===== src/core/drive_homing_consts.vh =====
`ifndef DRIVE_HOMING_CONSTS_VH
`define DRIVE_HOMING_CONSTS_VH

// ----------------------------------------
// parameter addresses
// ----------------------------------------
`define ADDR_POWER_ON_POLICY   16'h050c
`define ADDR_IO_CHANNEL1_FUNC  16'h0722
`define ADDR_DIRECT_OUTPUT     16'h0822
`define ADDR_HOME_POSITION     16'h2816
`define ADDR_SEARCH_LIMIT      16'h281a
`define ADDR_STATUS            16'h2900
`define ADDR_CURRENT_POSITION  16'h2902
`define ADDR_POSITION_SET      16'h2904

// ----------------------------------------
// reset values
// ----------------------------------------
`define RST_POWER_ON_POLICY    16'h0000
`define RST_IO_CHANNEL1_FUNC   16'h0001
`define RST_DIRECT_OUTPUT      16'h0000
`define RST_HOME_POSITION      32'h0000_0000
`define RST_SEARCH_LIMIT       32'h0000_0000

// ----------------------------------------
// power-on enable policies
// ----------------------------------------
`define POLICY_EDGE            16'h0000
`define POLICY_LEVEL           16'h0001
`define POLICY_AUTO            16'h0002

// ----------------------------------------
// io function codes
// ----------------------------------------
`define FN_IN_FREE             16'h0001
`define FN_IN_FAULT_RESET      16'h0002
`define FN_IN_ENABLE           16'h0003
`define FN_IN_HALT             16'h0004
`define FN_IN_JOG_POS          16'h0009
`define FN_IN_JOG_NEG          16'h000a
`define FN_IN_JOG_FAST         16'h000b
`define FN_IN_REF_SWITCH       16'h0014
`define FN_IN_LIMIT_POS        16'h0015
`define FN_OUT_FREE            16'h0065
`define FN_OUT_NO_FAULT        16'h0066
`define FN_OUT_READY           16'h0067

// ----------------------------------------
// status word fields
// ----------------------------------------
`define ST_STAGE_ON            0
`define ST_SEARCH_ERROR        1
`define ST_SEARCH_ACTIVE       2

`endif


===== src/core/drive_homing_io.v =====
`timescale 1ns/1ps
`include "drive_homing_consts.vh"

module drive_homing_io (
  // clock and reset
  input  wire        clk_sys,
  input  wire        reset_n,
  // parameter access port
  input  wire [15:0] par_addr,
  input  wire [31:0] par_wdata,
  input  wire        par_wr,
  input  wire        par_rd,
  output reg  [31:0] par_rdata,
  output reg         par_ack,
  output reg         par_err,
  // motion logic
  input  wire        motor_standstill,
  input  wire        motor_start,
  input  wire        step_pulse,
  input  wire        step_dir_neg,
  input  wire        homing_success,
  input  wire        overtravel_seen,
  input  wire        switch_seen_again,
  output reg  [31:0] current_position,
  output reg         homing_cancel,
  output reg         search_error,
  // drive state
  input  wire        local_mode,
  input  wire        fault_present,
  input  wire        drive_ready,
  input  wire        stage_disable_req,
  output reg         power_stage_on,
  // configurable io one pin
  input  wire        configurable_io_one_in,
  output reg         configurable_io_one_out,
  output reg         configurable_io_one_oe_n,
  // decoded io functions
  output reg         fault_reset_req,
  output reg         halt_req,
  output reg         jog_pos,
  output reg         jog_neg,
  output reg         jog_fast,
  output reg         ref_switch,
  output reg         positive_travel_limit,
  // digital outputs
  output reg  [15:0] digital_out
);

  // ----------------------------------------
  // functions
  // ----------------------------------------
  function is_output_fn;
    input [15:0] fn;
    begin
      is_output_fn = (fn == `FN_OUT_FREE) || (fn == `FN_OUT_NO_FAULT) || (fn == `FN_OUT_READY);
    end
  endfunction

  function valid_fn;
    input [15:0] fn;
    begin
      valid_fn = is_output_fn(fn) || (fn == `FN_IN_FREE) || (fn == `FN_IN_FAULT_RESET) ||
                 (fn == `FN_IN_ENABLE) || (fn == `FN_IN_HALT) || (fn == `FN_IN_JOG_POS) ||
                 (fn == `FN_IN_JOG_NEG) || (fn == `FN_IN_JOG_FAST) ||
                 (fn == `FN_IN_REF_SWITCH) || (fn == `FN_IN_LIMIT_POS);
    end
  endfunction

  // ----------------------------------------
  // stored parameters and state
  // ----------------------------------------
  reg [15:0] power_on_enable_policy;
  reg [15:0] io_channel1_function = `RST_IO_CHANNEL1_FUNC;
  reg [15:0] direct_output_word;
  reg [31:0] home_position_value;
  reg [31:0] overtravel_search_limit;
  reg [31:0] position_set_command;
  reg [31:0] active_home;
  reg [31:0] active_limit;
  reg [15:0] active_policy;
  reg [15:0] active_fn;
  reg        fn_loaded;
  reg        search_active;
  reg [31:0] search_count;
  reg        sync1;
  reg        sync2;
  reg        sync3;
  reg        io_level;
  reg        enable_prev;

  wire par_access   = par_wr | par_rd;
  wire wr_policy    = par_wr && (par_addr == `ADDR_POWER_ON_POLICY);
  wire wr_fn        = par_wr && (par_addr == `ADDR_IO_CHANNEL1_FUNC);
  wire wr_out       = par_wr && (par_addr == `ADDR_DIRECT_OUTPUT);
  wire wr_home      = par_wr && (par_addr == `ADDR_HOME_POSITION);
  wire wr_limit     = par_wr && (par_addr == `ADDR_SEARCH_LIMIT);
  wire wr_status    = par_wr && (par_addr == `ADDR_STATUS);
  wire wr_setpos    = par_wr && (par_addr == `ADDR_POSITION_SET);
  wire fn_refused   = wr_fn && (power_stage_on || !valid_fn(par_wdata[15:0]));
  wire set_refused  = wr_setpos && !motor_standstill;
  wire enable_in    = (active_fn == `FN_IN_ENABLE) && local_mode && io_level;
  wire search_trip  = search_active && !switch_seen_again && (search_count >= active_limit);

  reg        next_known;
  reg [31:0] next_rdata;

  // ----------------------------------------
  // parameter read decode
  // ----------------------------------------
  always @* begin
    next_known = 1'b1;
    next_rdata = 32'h0000_0000;
    case (par_addr)
      `ADDR_POWER_ON_POLICY:  next_rdata = {16'h0000, power_on_enable_policy};
      `ADDR_IO_CHANNEL1_FUNC: next_rdata = {16'h0000, io_channel1_function};
      `ADDR_DIRECT_OUTPUT:    next_rdata = {16'h0000, direct_output_word};
      `ADDR_HOME_POSITION:    next_rdata = home_position_value;
      `ADDR_SEARCH_LIMIT:     next_rdata = overtravel_search_limit;
      `ADDR_STATUS:           next_rdata = {29'h0, search_active, search_error, power_stage_on};
      `ADDR_CURRENT_POSITION: next_rdata = current_position;
      `ADDR_POSITION_SET:     next_rdata = position_set_command;
      default:                next_known = 1'b0;
    endcase
  end

  // ----------------------------------------
  // parameter writes and answer
  // ----------------------------------------
  always @(posedge clk_sys or negedge reset_n) begin
    if (!reset_n) begin
      power_on_enable_policy  <= `RST_POWER_ON_POLICY;
      direct_output_word      <= `RST_DIRECT_OUTPUT;
      home_position_value     <= `RST_HOME_POSITION;
      overtravel_search_limit <= `RST_SEARCH_LIMIT;
      position_set_command    <= 32'h0000_0000;
      par_ack                 <= 1'b0;
      par_err                 <= 1'b0;
      par_rdata               <= 32'h0000_0000;
      digital_out             <= 16'h0000;
    end else begin
      par_ack   <= par_access;
      par_err   <= par_access && (!next_known || fn_refused || set_refused || (par_wr && par_addr ==
                   `ADDR_CURRENT_POSITION));
      par_rdata <= (par_rd && next_known) ? next_rdata : 32'h0000_0000;
      if (wr_policy)
        power_on_enable_policy <= par_wdata[15:0];
      if (wr_out)
        direct_output_word <= par_wdata[15:0];
      if (wr_home)
        home_position_value <= par_wdata;
      if (wr_limit)
        overtravel_search_limit <= par_wdata;
      if (wr_setpos)
        position_set_command <= par_wdata;
      digital_out <= direct_output_word;
    end
  end

  // stored function keeps its value through reset_n, otherwise a code written
  // before a power-on could never be the one latched after it
  always @(posedge clk_sys) begin
    if (wr_fn && !fn_refused)
      io_channel1_function <= par_wdata[15:0];
  end

  // ----------------------------------------
  // position, homing shadows, search monitor
  // ----------------------------------------
  always @(posedge clk_sys or negedge reset_n) begin
    if (!reset_n) begin
      current_position <= 32'h0000_0000;
      active_home      <= `RST_HOME_POSITION;
      active_limit     <= `RST_SEARCH_LIMIT;
      search_active    <= 1'b0;
      search_count     <= 32'h0000_0000;
      homing_cancel    <= 1'b0;
      search_error     <= 1'b0;
    end else begin
      // shadows refresh only as the motor starts so a running move never sees a change
      if (motor_start) begin
        active_home  <= home_position_value;
        active_limit <= overtravel_search_limit;
      end
      // raw value, no scaling, applied in the write cycle itself
      if (wr_setpos && motor_standstill)
        current_position <= par_wdata;
      else if (homing_success)
        current_position <= active_home;
      else if (step_pulse)
        current_position <= step_dir_neg ? current_position - 32'h0000_0001 : current_position + 32'h0000_0001;
      homing_cancel <= search_trip;
      if (overtravel_seen && (active_limit != 32'h0000_0000)) begin
        search_active <= 1'b1;
        search_count  <= 32'h0000_0000;
      end else if (switch_seen_again || search_trip) begin
        search_active <= 1'b0;
      end else if (search_active && step_pulse) begin
        search_count <= search_count + 32'h0000_0001;
      end
      // hardware set wins over a clear in the same cycle
      if (search_trip)
        search_error <= 1'b1;
      else if (wr_status && par_wdata[`ST_SEARCH_ERROR])
        search_error <= 1'b0;
    end
  end

  // ----------------------------------------
  // io pin synchroniser and function latch
  // ----------------------------------------
  always @(posedge clk_sys or negedge reset_n) begin
    if (!reset_n) begin
      sync1     <= 1'b0;
      sync2     <= 1'b0;
      sync3     <= 1'b0;
      io_level  <= 1'b0;
      active_fn <= `RST_IO_CHANNEL1_FUNC;
      fn_loaded <= 1'b0;
    end else begin
      sync1 <= configurable_io_one_in;
      sync2 <= sync1;
      sync3 <= sync2;
      if (sync2 == sync3)
        io_level <= sync3;
      // captured once after power-on; later writes wait for the next one
      if (!fn_loaded) begin
        active_fn <= io_channel1_function;
        fn_loaded <= 1'b1;
      end
    end
  end

  // ----------------------------------------
  // io function decode
  // ----------------------------------------
  always @(posedge clk_sys or negedge reset_n) begin
    if (!reset_n) begin
      fault_reset_req          <= 1'b0;
      halt_req                 <= 1'b0;
      jog_pos                  <= 1'b0;
      jog_neg                  <= 1'b0;
      jog_fast                 <= 1'b0;
      ref_switch               <= 1'b0;
      positive_travel_limit    <= 1'b0;
      configurable_io_one_out  <= 1'b0;
      configurable_io_one_oe_n <= 1'b1;
    end else begin
      fault_reset_req       <= (active_fn == `FN_IN_FAULT_RESET) && local_mode && io_level;
      halt_req              <= (active_fn == `FN_IN_HALT) && io_level;
      ref_switch            <= (active_fn == `FN_IN_REF_SWITCH) && io_level;
      positive_travel_limit <= (active_fn == `FN_IN_LIMIT_POS) && io_level;
      jog_pos               <= (active_fn == `FN_IN_JOG_POS) && io_level;
      jog_neg               <= (active_fn == `FN_IN_JOG_NEG) && io_level;
      jog_fast              <= (active_fn == `FN_IN_JOG_FAST) && io_level;
      configurable_io_one_oe_n <= !is_output_fn(active_fn);
      case (active_fn)
        `FN_OUT_FREE:     configurable_io_one_out <= direct_output_word[0];
        `FN_OUT_NO_FAULT: configurable_io_one_out <= !fault_present;
        `FN_OUT_READY:    configurable_io_one_out <= drive_ready;
        default:          configurable_io_one_out <= 1'b0;
      endcase
    end
  end

  // ----------------------------------------
  // power stage enable
  // ----------------------------------------
  always @(posedge clk_sys or negedge reset_n) begin
    if (!reset_n) begin
      power_stage_on <= 1'b0;
      active_policy  <= `RST_POWER_ON_POLICY;
      enable_prev    <= 1'b0;
    end else begin
      enable_prev <= enable_in;
      // policy frozen while enabled, so a change only counts at the next enable
      if (!power_stage_on)
        active_policy <= power_on_enable_policy;
      if (fault_present || stage_disable_req)
        power_stage_on <= 1'b0;
      else if (!power_stage_on) begin
        case (active_policy)
          `POLICY_EDGE:  power_stage_on <= enable_in && !enable_prev;
          `POLICY_LEVEL: power_stage_on <= enable_in;
          `POLICY_AUTO:  power_stage_on <= 1'b1;
          default:       power_stage_on <= 1'b0;
        endcase
      end
    end
  end

endmodule


===== config.mk =====
export PLATFORM = sky130hd
export DESIGN_NAME = drive_homing_io
export DESIGN_NICKNAME = d
export VERILOG_FILES = /design/src/core/drive_homing_io.v
export VERILOG_INCLUDE_DIRS = /design/src /design/src/core
export SDC_FILE = /design/constraint.sdc
export NUM_CORES = 1
export LEC_CHECK = 0
export BUFFER_PORTS_ARGS = -buffer_cell sky130_fd_sc_hd__buf_2
export CORE_AREA = 3 3 205 147
export CTS_CLUSTER_SIZE = 12
export DETAILED_ROUTE_END_ITERATION = 6
export DIE_AREA = 0 0 208 150
export PLACE_DENSITY = 0.85
export SYNTH_ARGS = -nofsm -noshare
export SYNTH_HDL_FRONTEND = slang
export SYNTH_SLANG_ARGS = --single-unit

===== constraint.sdc =====
create_clock -name clk_sys -period 7.3 [get_ports clk_sys]
set_input_delay 0.365 -clock clk_sys [delete_from_list [all_inputs] [get_ports clk_sys]]
set_output_delay 0.365 -clock clk_sys [all_outputs]
set_load 0.01 [all_outputs]

==> impl_metrics.py, run 1 <==
metrics = {
    "status": {
        "outcome": "finished, final reports clean",
    },
    "worst_setup_path": {
        "worst-endpoint-required_ps": 7730,
        "worstPathArrival_ps": 3930,
        "rr_worst_depth": 10,
        "crit_path_max_incr_delay_ps": 770,
        "critical-path-top-cell-by-count": "sky130_fd_sc_hd__nand2_2",
        "timing.critical_path.slowest_stage_cell": "sky130_fd_sc_hd__nor3_4",
        "reg2reg_setup_slack_ps": 3920,
        "crit_path_start_kind": "input pin",
        "worstSetupEndpointType": "flip-flop",
        "critical_path_peak_fanout": 32,
        "worst-setup-path-type": "in2reg",
        "worstPathCellList": "buf_2 -> or4_1 -> or3b_4 -> or3_4 -> nor3_4 -> nor3_2 -> nand2_2 -> nand2_2 -> a21oi_1",
    },
    "synthesis": {
        "syn_avg_cell_area_sq_um": 11.33,
        "synth.top_cells.by_area": "sky130_fd_sc_hd__dfrtp_1, sky130_fd_sc_hd__mux2_2, sky130_fd_sc_hd__ha_1",
        "yosys_most_used_dff": "sky130_fd_sc_hd__dfrtp_1",
        "ys_async_sr_fraction": 0.9571,
        "syn_area_sq_mm": 0.01828,
        "postSynthNetCount": 1742,
        "sequential_fraction_of_the_synthesis_area": 0.5151,
        "syn-instance-count": 1614,
        "synth_edf_count": 16,
        "synth.distinct_cells": 75,
        "synth_top_area_frac": 0.4859,
        "synth_top_cell_by_area": "sky130_fd_sc_hd__dfrtp_1",
        "ys.warnings.count": 0,
        "postSynthRegisterBits": 373,
    },
    "grt": {
        "grt-ovfl-total": 0,
        "pin_count_of_the_biggest_net_entering_global_routing": 179,
        "globalRouteMet3Util": 0.09367,
        "gr-max-usage-layer": "met2",
        "grt_first_pass_wirelength_um": 83900,
        "gr-usage-all-layers": 0.3425,
        "grtUsageMet2": 0.4992,
        "grt.met1_usage": 0.4975,
        "antenna_found_initial": 1,
        "via_count_of_the_first_global_routing_pass": 14560,
    },
    "floorplanning": {
        "std_cell_rows": 52,
        "pin_count": 158,
        "design.core.area_sq_mm": 0.02850,
        "floorplan.initialDensity": 0.6415,
        "die_width_um": 208,
        "fp.dieArea_sq_mm": 0.03120,
        "die_h_um": 150,
    },
    "clocking": {
        "cts_max_level": 2,
        "tritoncts": "yes",
        "cts_made_buffers": 38,
        "clock_latency_ps": 550,
        "clock_sink_count": 373,
        "ctsHoldBuffers": 3,
        "ctsLongestPathBuffers": 3,
        "worst_setup_hold_path_clk_slew_ps": 60,
        "clk_root_buffer_cell": "sky130_fd_sc_hd__clkbuf_16",
        "cts_repair_resize_count": 0,
        "post_cts_setup_buffer_count": 0,
    },
    "drt": {
        "detail_route.iter0.violations": 1969,
        "via_count": 14610,
        "detail_route.drc_violations": 0,
        "routed_wirelength_um": 53550,
        "detail_route.vias_per_cell": 6.838,
        "drt.antenna.violating_nets": 0,
        "routed_wire_length_per_instance_um": 25.06,
        "detail_route.first_pass.iterations": 5,
    },
    "timing": {
        "final.setup.tns_ps": 0,
        "fin_crit_ps": 3503,
        "timing.final.crit_share": 0.4798,
        "clock.fmax_ghz": 0.2855,
        "finalMaxSlewViolations": 0,
        "timing_hold_violations_final": 0,
        "worst_slew_pin_slew_ps": 1248,
        "unrepaired_setup_endpoints_after_global_routing": "no",
        "relSlewSlack": 0.1606,
        "finalSetupViolations": 0,
        "final_skew_ps": 18.09,
    },
    "finish": {
        "fraction_of_final_layout_cells_with_drive_strength_greater_than_1": 0.2600,
        "mostFrequentLayoutCells": "sky130_fd_sc_hd__dfrtp_1, sky130_fd_sc_hd__mux2_2, sky130_fd_sc_hd__buf_2, sky130_fd_sc_hd__nand2_1, sky130_fd_sc_hd__a21oi_1",
        "area_growth_syn_to_layout_pct": 11.85,
        "finalNetCount": 1864,
        "final_cell_area_sq_mm": 0.02045,
        "final_core_utilization": 0.7176,
        "layout.cells.most_common": "sky130_fd_sc_hd__dfrtp_1",
        "instances_no_fill": 2137,
    },
    "power": {
        "leakage_nw": 9.730,
        "design_power_total_mw": 4.773,
        "vdd.ir_drop.worst_mv": 0.1506,
        "p_per_area_mw_per_mm2": 233.4,
    },
    "placed_design": {
        "gpl.final_weighted_congestion": 0.9394,
        "detailed_place.area_sq_mm": 0.01931,
        "io_buffer_count": 157,
        "placed_cells_incl_taps": 2071,
        "placed_wire_length_estimate_um": 35850,
    },
    "worst_hold_path": {
        "hold_class": "in2reg",
        "min_delay_path_depth": 2,
    },
    "job": {
        "cap_violations": 0,
    },
}
[final timing paths]
path,start,end
max,par_addr[7],par_rdata[31]$_DFF_PN0_
max in group asynchronous,reset_n,active_limit[9]$_DFFE_PN0P_
min in group asynchronous,reset_n,configurable_io_one_out$_DFF_PN0_
max reg2reg,current_position[11]$_DFFE_PN0P_,current_position[27]$_DFFE_PN0P_
min reg2reg,sync1$_DFF_PN0_,sync2$_DFF_PN0_
min,fault_present,power_stage_on$_DFF_PN0_
[report_power, final]
group / switching [mW] / leakage, nW / total (mW) / internal, mW
Combinational: 0.450 / 4.17 / 0.729 / 0.279
Sequential: 0.111 / 5.03 / 2.24 / 2.13
Clock: 0.800 / 0.531 / 1.80 / 1.00
[cell usage after synthesis (32+ instances only)]
library cell,n
sky130_fd_sc_hd__o21ai_0,87
sky130_fd_sc_hd__a22oi_1,64
sky130_fd_sc_hd__inv_1,46
sky130_fd_sc_hd__a21oi_1,86
sky130_fd_sc_hd__nand2_1,132
sky130_fd_sc_hd__mux2i_1,33
sky130_fd_sc_hd__nor2_1,39
sky130_fd_sc_hd__ha_1,63
sky130_fd_sc_hd__clkbuf_1,61
sky130_fd_sc_hd__nand2b_1,41
sky130_fd_sc_hd__a21o_1,32
sky130_fd_sc_hd__mux2_2,181
sky130_fd_sc_hd__dfrtp_1,355
[sequential cells by signal (all words and copies together) (netlist names), 32 cells and up]
register	cells
position_set_command	32
current_position	32
par_rdata	32
active_home	32
active_limit	32
overtravel_search_limit	32
home_position_value	32
search_count	32
[per-stage QoR]
step / worst slack, ps / hold slack [ps]
after detailed placement: 3413 / 347.7
after global placement: 3512 / 332.7
after global routing: 3630 / 62.09
after CTS: 3908 / 52.47
after floorplan: 4348 / 69.41
final: 3797 / 54.28
[critical path, delay by kind of cell]
family	cells	cell delay (ps)
buf+inv	1	90
simple gates	7	3030
compound gates	1	420
[cell families (layout without fill, tap and decap cells)]
logic type | count (synthesis) | in the layout | synth area share
other | 1 | 2 | 0.0002051
XOR/XNOR | 27 | 27 | 0.01294
multiplexers | 224 | 224 | 0.1374
flip-flops | 373 | 373 | 0.5151
buffers and inverters | 144 | 288 | 0.03306
adder cells (fa/ha/maj) | 65 | 65 | 0.04476
AND/OR/NAND/NOR | 376 | 376 | 0.1068
AO/OA/AOI/OAI | 404 | 404 | 0.1498
[layer usage]
layer  share of wire  up-vias
li1                -     6197
met1            0.42     7330
met2            0.43      945
met3            0.11      140
met4           0.031        0
met5               0        -
[area by class of cell]
type                       instances  area, sq um
clock inverter                     4        46.29
multi-input combinational       1097         8289
inverter                          46        172.7
sequential                       373         9417
tap                              378        473.0
timing repair buffer             180        991.0
fill                            1884         8049
antenna                            1        2.502
clock buffer                      58         1057
Power figures use the tool's default switching activity.
==> run 2: changes to the inputs <==
--- a/config.mk
+++ b/config.mk
@@ -6,12 +6,13 @@
 export SDC_FILE = /design/constraint.sdc
 export NUM_CORES = 1
 export LEC_CHECK = 0
+export ABC_AREA = 1
 export BUFFER_PORTS_ARGS = -buffer_cell sky130_fd_sc_hd__buf_2
-export CORE_AREA = 3 3 205 147
+export CORE_AREA = 3 3 221 158
 export CTS_CLUSTER_SIZE = 12
 export DETAILED_ROUTE_END_ITERATION = 6
-export DIE_AREA = 0 0 208 150
-export PLACE_DENSITY = 0.85
+export DIE_AREA = 0 0 224 161
+export PLACE_DENSITY = 0.8
 export SYNTH_ARGS = -nofsm -noshare
 export SYNTH_HDL_FRONTEND = slang
 export SYNTH_SLANG_ARGS = --single-unit
==> constraint.sdc (replaced) <==
create_clock -name clk_sys -period 3.7 [get_ports clk_sys]
set_input_delay 0.185 -clock clk_sys [delete_from_list [all_inputs] [get_ports clk_sys]]
set_output_delay 0.185 -clock clk_sys [all_outputs]
set_load 0.01 [all_outputs]
==> run 2 against run 1 <==
Compared with the run above:
- the run now ends with hold timing left
- cell area rose by 10%
- clock skew fell by 2.5 ps
- sequential share of layout area shrank 4.3 points
- critical path type unchanged
- largest power group unchanged
==> impl_metrics.py, run 2 <==
metrics = {
    "status": {
        "outcome": "finished, violations left",
        "violations": "hold timing",
    },
    "worst_setup_path": {
        "worstPathArrival_ps": 2840,
        "worst-path-buf-inv": 3,
        "worst-endpoint-required_ps": 3850,
        "timing.critical_path.slowest_stage_cell": "sky130_fd_sc_hd__a2111oi_4",
        "worstPathCellList": "dlygate4sd3_1 -> buf_2 -> inv_1 -> nand4_1 -> a211oi_1 -> nand3_1 -> a2111oi_4",
        "crit_path_max_incr_delay_ps": 930,
        "worst-setup-path-type": "in2reg",
        "worstSetupEndpointType": "flip-flop",
        "crit_path_start_kind": "input pin",
        "critical_path_peak_fanout": 16,
        "critical_path.top_delay_family": "compound AO/OA/AOI/OAI gates",
    },
    "synthesis": {
        "sequential_fraction_of_the_synthesis_area": 0.4724,
        "synth_top_area_frac": 0.4456,
        "synth.top_cells.by_area": "sky130_fd_sc_hd__dfrtp_1, sky130_fd_sc_hd__nand2_1, sky130_fd_sc_hd__inv_1",
        "postSynthNetCount": 2738,
        "synth_edf_count": 16,
        "synth_top_cell_by_area": "sky130_fd_sc_hd__dfrtp_1",
        "synth.most_common_cell": "sky130_fd_sc_hd__nand2_1",
        "yosys_most_used_dff": "sky130_fd_sc_hd__dfrtp_1",
        "syn_area_sq_mm": 0.01994,
        "synth.distinct_cells": 56,
        "syn_avg_cell_area_sq_um": 7.638,
        "ys_async_sr_fraction": 0.9571,
        "syn-instance-count": 2610,
        "postSynthRegisterBits": 373,
        "top_post_synthesis_cells_by_count": "sky130_fd_sc_hd__nand2_1, sky130_fd_sc_hd__dfrtp_1, sky130_fd_sc_hd__inv_1",
        "ys.warnings.count": 0,
    },
    "power": {
        "vdd.ir_drop.worst_mv": 0.3130,
        "p_per_area_mw_per_mm2": 422.1,
        "leakage_nw": 11.27,
    },
    "clocking": {
        "worst_setup_hold_path_clk_slew_ps": 60,
        "clock_sink_count": 373,
        "ctsLongestPathBuffers": 3,
        "cts_made_buffers": 38,
        "clock_latency_ps": 550,
        "cts_max_level": 2,
        "tritoncts": "yes",
        "clk_root_buffer_cell": "sky130_fd_sc_hd__clkbuf_16",
        "cts_repair_resize_count": 0,
    },
    "grt": {
        "via_count_of_the_first_global_routing_pass": 17490,
        "gr-max-usage-layer": "met1",
        "grt-ovfl-total": 0,
        "antenna_found_initial": 2,
        "pin_count_of_the_biggest_net_entering_global_routing": 115,
        "grt_first_pass_wirelength_um": 99140,
        "grt.met1_usage": 0.5343,
        "grtUsageMet2": 0.5029,
        "globalRouteMet3Util": 0.09284,
        "gr-usage-all-layers": 0.3541,
    },
    "worst_hold_path": {
        "hold_class": "in2reg",
    },
    "timing": {
        "unrepaired_setup_endpoints_after_global_routing": "no",
        "finalSetupViolations": 0,
        "fin_crit_ps": 2691,
        "hold-worst-slack_ps": -6.989,
        "final.setup.tns_ps": 0,
        "worst_slew_pin_slew_ps": 1171,
        "clock.fmax_ghz": 0.3716,
        "final_skew_ps": 15.61,
        "finalMaxSlewViolations": 0,
        "relSlewSlack": 0.2192,
        "timing_hold_violations_final": 1,
        "timing.final.crit_share": 0.7273,
    },
    "finish": {
        "multi_input_comb_area_sq_mm": 0.008785,
        "finalNetCount": 2895,
        "fraction_of_final_layout_cells_with_drive_strength_greater_than_1": 0.1004,
        "final_cell_area_sq_mm": 0.02255,
        "area.sequential_sq_mm": 0.009417,
        "mostFrequentLayoutCells": "sky130_fd_sc_hd__nand2_1, sky130_fd_sc_hd__dfrtp_1, sky130_fd_sc_hd__inv_1, sky130_fd_sc_hd__nor2_1, sky130_fd_sc_hd__o21ai_0",
        "final_core_utilization": 0.6803,
        "fillerInstances": 2779,
        "area_growth_syn_to_layout_pct": 13.10,
        "layout.cells.most_common": "sky130_fd_sc_hd__nand2_1",
    },
    "placed_design": {
        "detailed_place.area_sq_mm": 0.02106,
        "gpl.final_weighted_congestion": 1.004,
        "io_buffer_count": 157,
        "placed_wire_length_estimate_um": 47350,
    },
    "drt": {
        "detail_route.vias_per_cell": 5.775,
        "routed_wirelength_um": 63630,
        "detail_route.first_pass.iterations": 6,
        "detail_route.drc_violations": 0,
        "detail_route.iter0.violations": 2300,
        "via_count": 18620,
        "drt.antenna.violating_nets": 0,
        "routed_wire_length_per_instance_um": 19.73,
    },
    "floorplanning": {
        "floorplan.initialDensity": 0.6015,
        "die_width_um": 224,
        "die_h_um": 161,
        "fp.dieArea_sq_mm": 0.03606,
        "std_cell_rows": 56,
        "pin_count": 158,
        "design.core.area_sq_mm": 0.03314,
    },
    "job": {
        "cap_violations": 0,
    },
}
==> run 2: cells by family (layout without fill, tap and decap cells) <==
family                   after synthesis  in the layout  share of synthesized area
multiplexers                           5              5                   0.002824
other                                  1              3                  0.0001881
flip-flops                           373            373                     0.4724
XOR/XNOR                              31             31                    0.01362
AND/OR/NAND/NOR                     1242           1242                     0.2599
adder cells (fa/ha/maj)               65             65                    0.04105
AO/OA/AOI/OAI                        445            445                     0.1218
buffers and inverters                448            626                    0.08824
==> run 2: routing by layer <==
metal | vias up | wire length [um] | share of wire
met2 | 987 | 26340 | 0.41
met3 | 128 | 7306 | 0.11
met1 | 8822 | 28140 | 0.44
met5 | - | 55 | 0.00086
met4 | 2 | 1790 | 0.028
li1 | 8685 | - | -
==> run 2: path summary, 6_finish.rpt <==
check	start	endpoint	slack, ps	depth (start not counted)
min	par_wdata[25]	current_position[25]$_DFFE_PN0P_	-7	3
max in group asynchronous	reset_n	active_home[25]$_DFFE_PN0P_	2420	3
min reg2reg	sync1$_DFF_PN0_	sync2$_DFF_PN0_	360	0
min in group asynchronous	reset_n	digital_out[4]$_DFF_PN0_	330	2
max	par_wdata[10]	io_channel1_function[12]$_DFFE_PP_	1010	7
max reg2reg	search_count[23]$_DFFE_PN0P_	search_count[12]$_DFFE_PN0P_	1100	12
==> run 2: final cells by class <==
| type | instances | area share |
|---|---|---|
| antenna | 2 | 0.0002220 |
| clock buffer | 54 | 0.04572 |
| clock inverter | 7 | 0.003496 |
| inverter | 354 | 0.05893 |
| multi-input combinational | 1789 | 0.3896 |
| sequential | 373 | 0.4176 |
| tap | 435 | 0.02414 |
| timing repair buffer | 211 | 0.06026 |
==> run 2: through the flow <==
stage	power (mW)	setup WS (ps)	cells
global route	9.902	864.2	3225
CTS	9.517	1095	3223
finish	9.516	1009	3225
detailed placement	5.931	752.6	3125
floorplan	5.306	1144	2610
global placement	5.897	900.6	3125
==> run 2: repair_timing <==
| item | in CTS | in global routing |
|---|---|---|
| hold buffers | 37 | 0 |
| endpoints found under the hold margin | 175 | 0 |
| buffers inserted | 0 | 0 |
==> run 2: worst register-to-register path, cell delays in order, from the launching register on <==
cell and delay (ps):
sky130_fd_sc_hd__dfrtp_1 550, sky130_fd_sc_hd__ha_1 330, sky130_fd_sc_hd__nand2_1 70, sky130_fd_sc_hd__inv_1 30, sky130_fd_sc_hd__nor2_1 80, sky130_fd_sc_hd__o21a_1 120, sky130_fd_sc_hd__nand2_1 50, sky130_fd_sc_hd__a21oi_1 200
sky130_fd_sc_hd__nand4_1 200, sky130_fd_sc_hd__nand2_1 390, sky130_fd_sc_hd__buf_4 330, sky130_fd_sc_hd__nand2_1 100, sky130_fd_sc_hd__nand2_1 80
==> run 2: report_power, final <==
part	switching (mW)	internal [mW]
combinational	1.03	0.508
clock	1.58	2.01
sequential	0.195	4.19
total	2.81	6.71
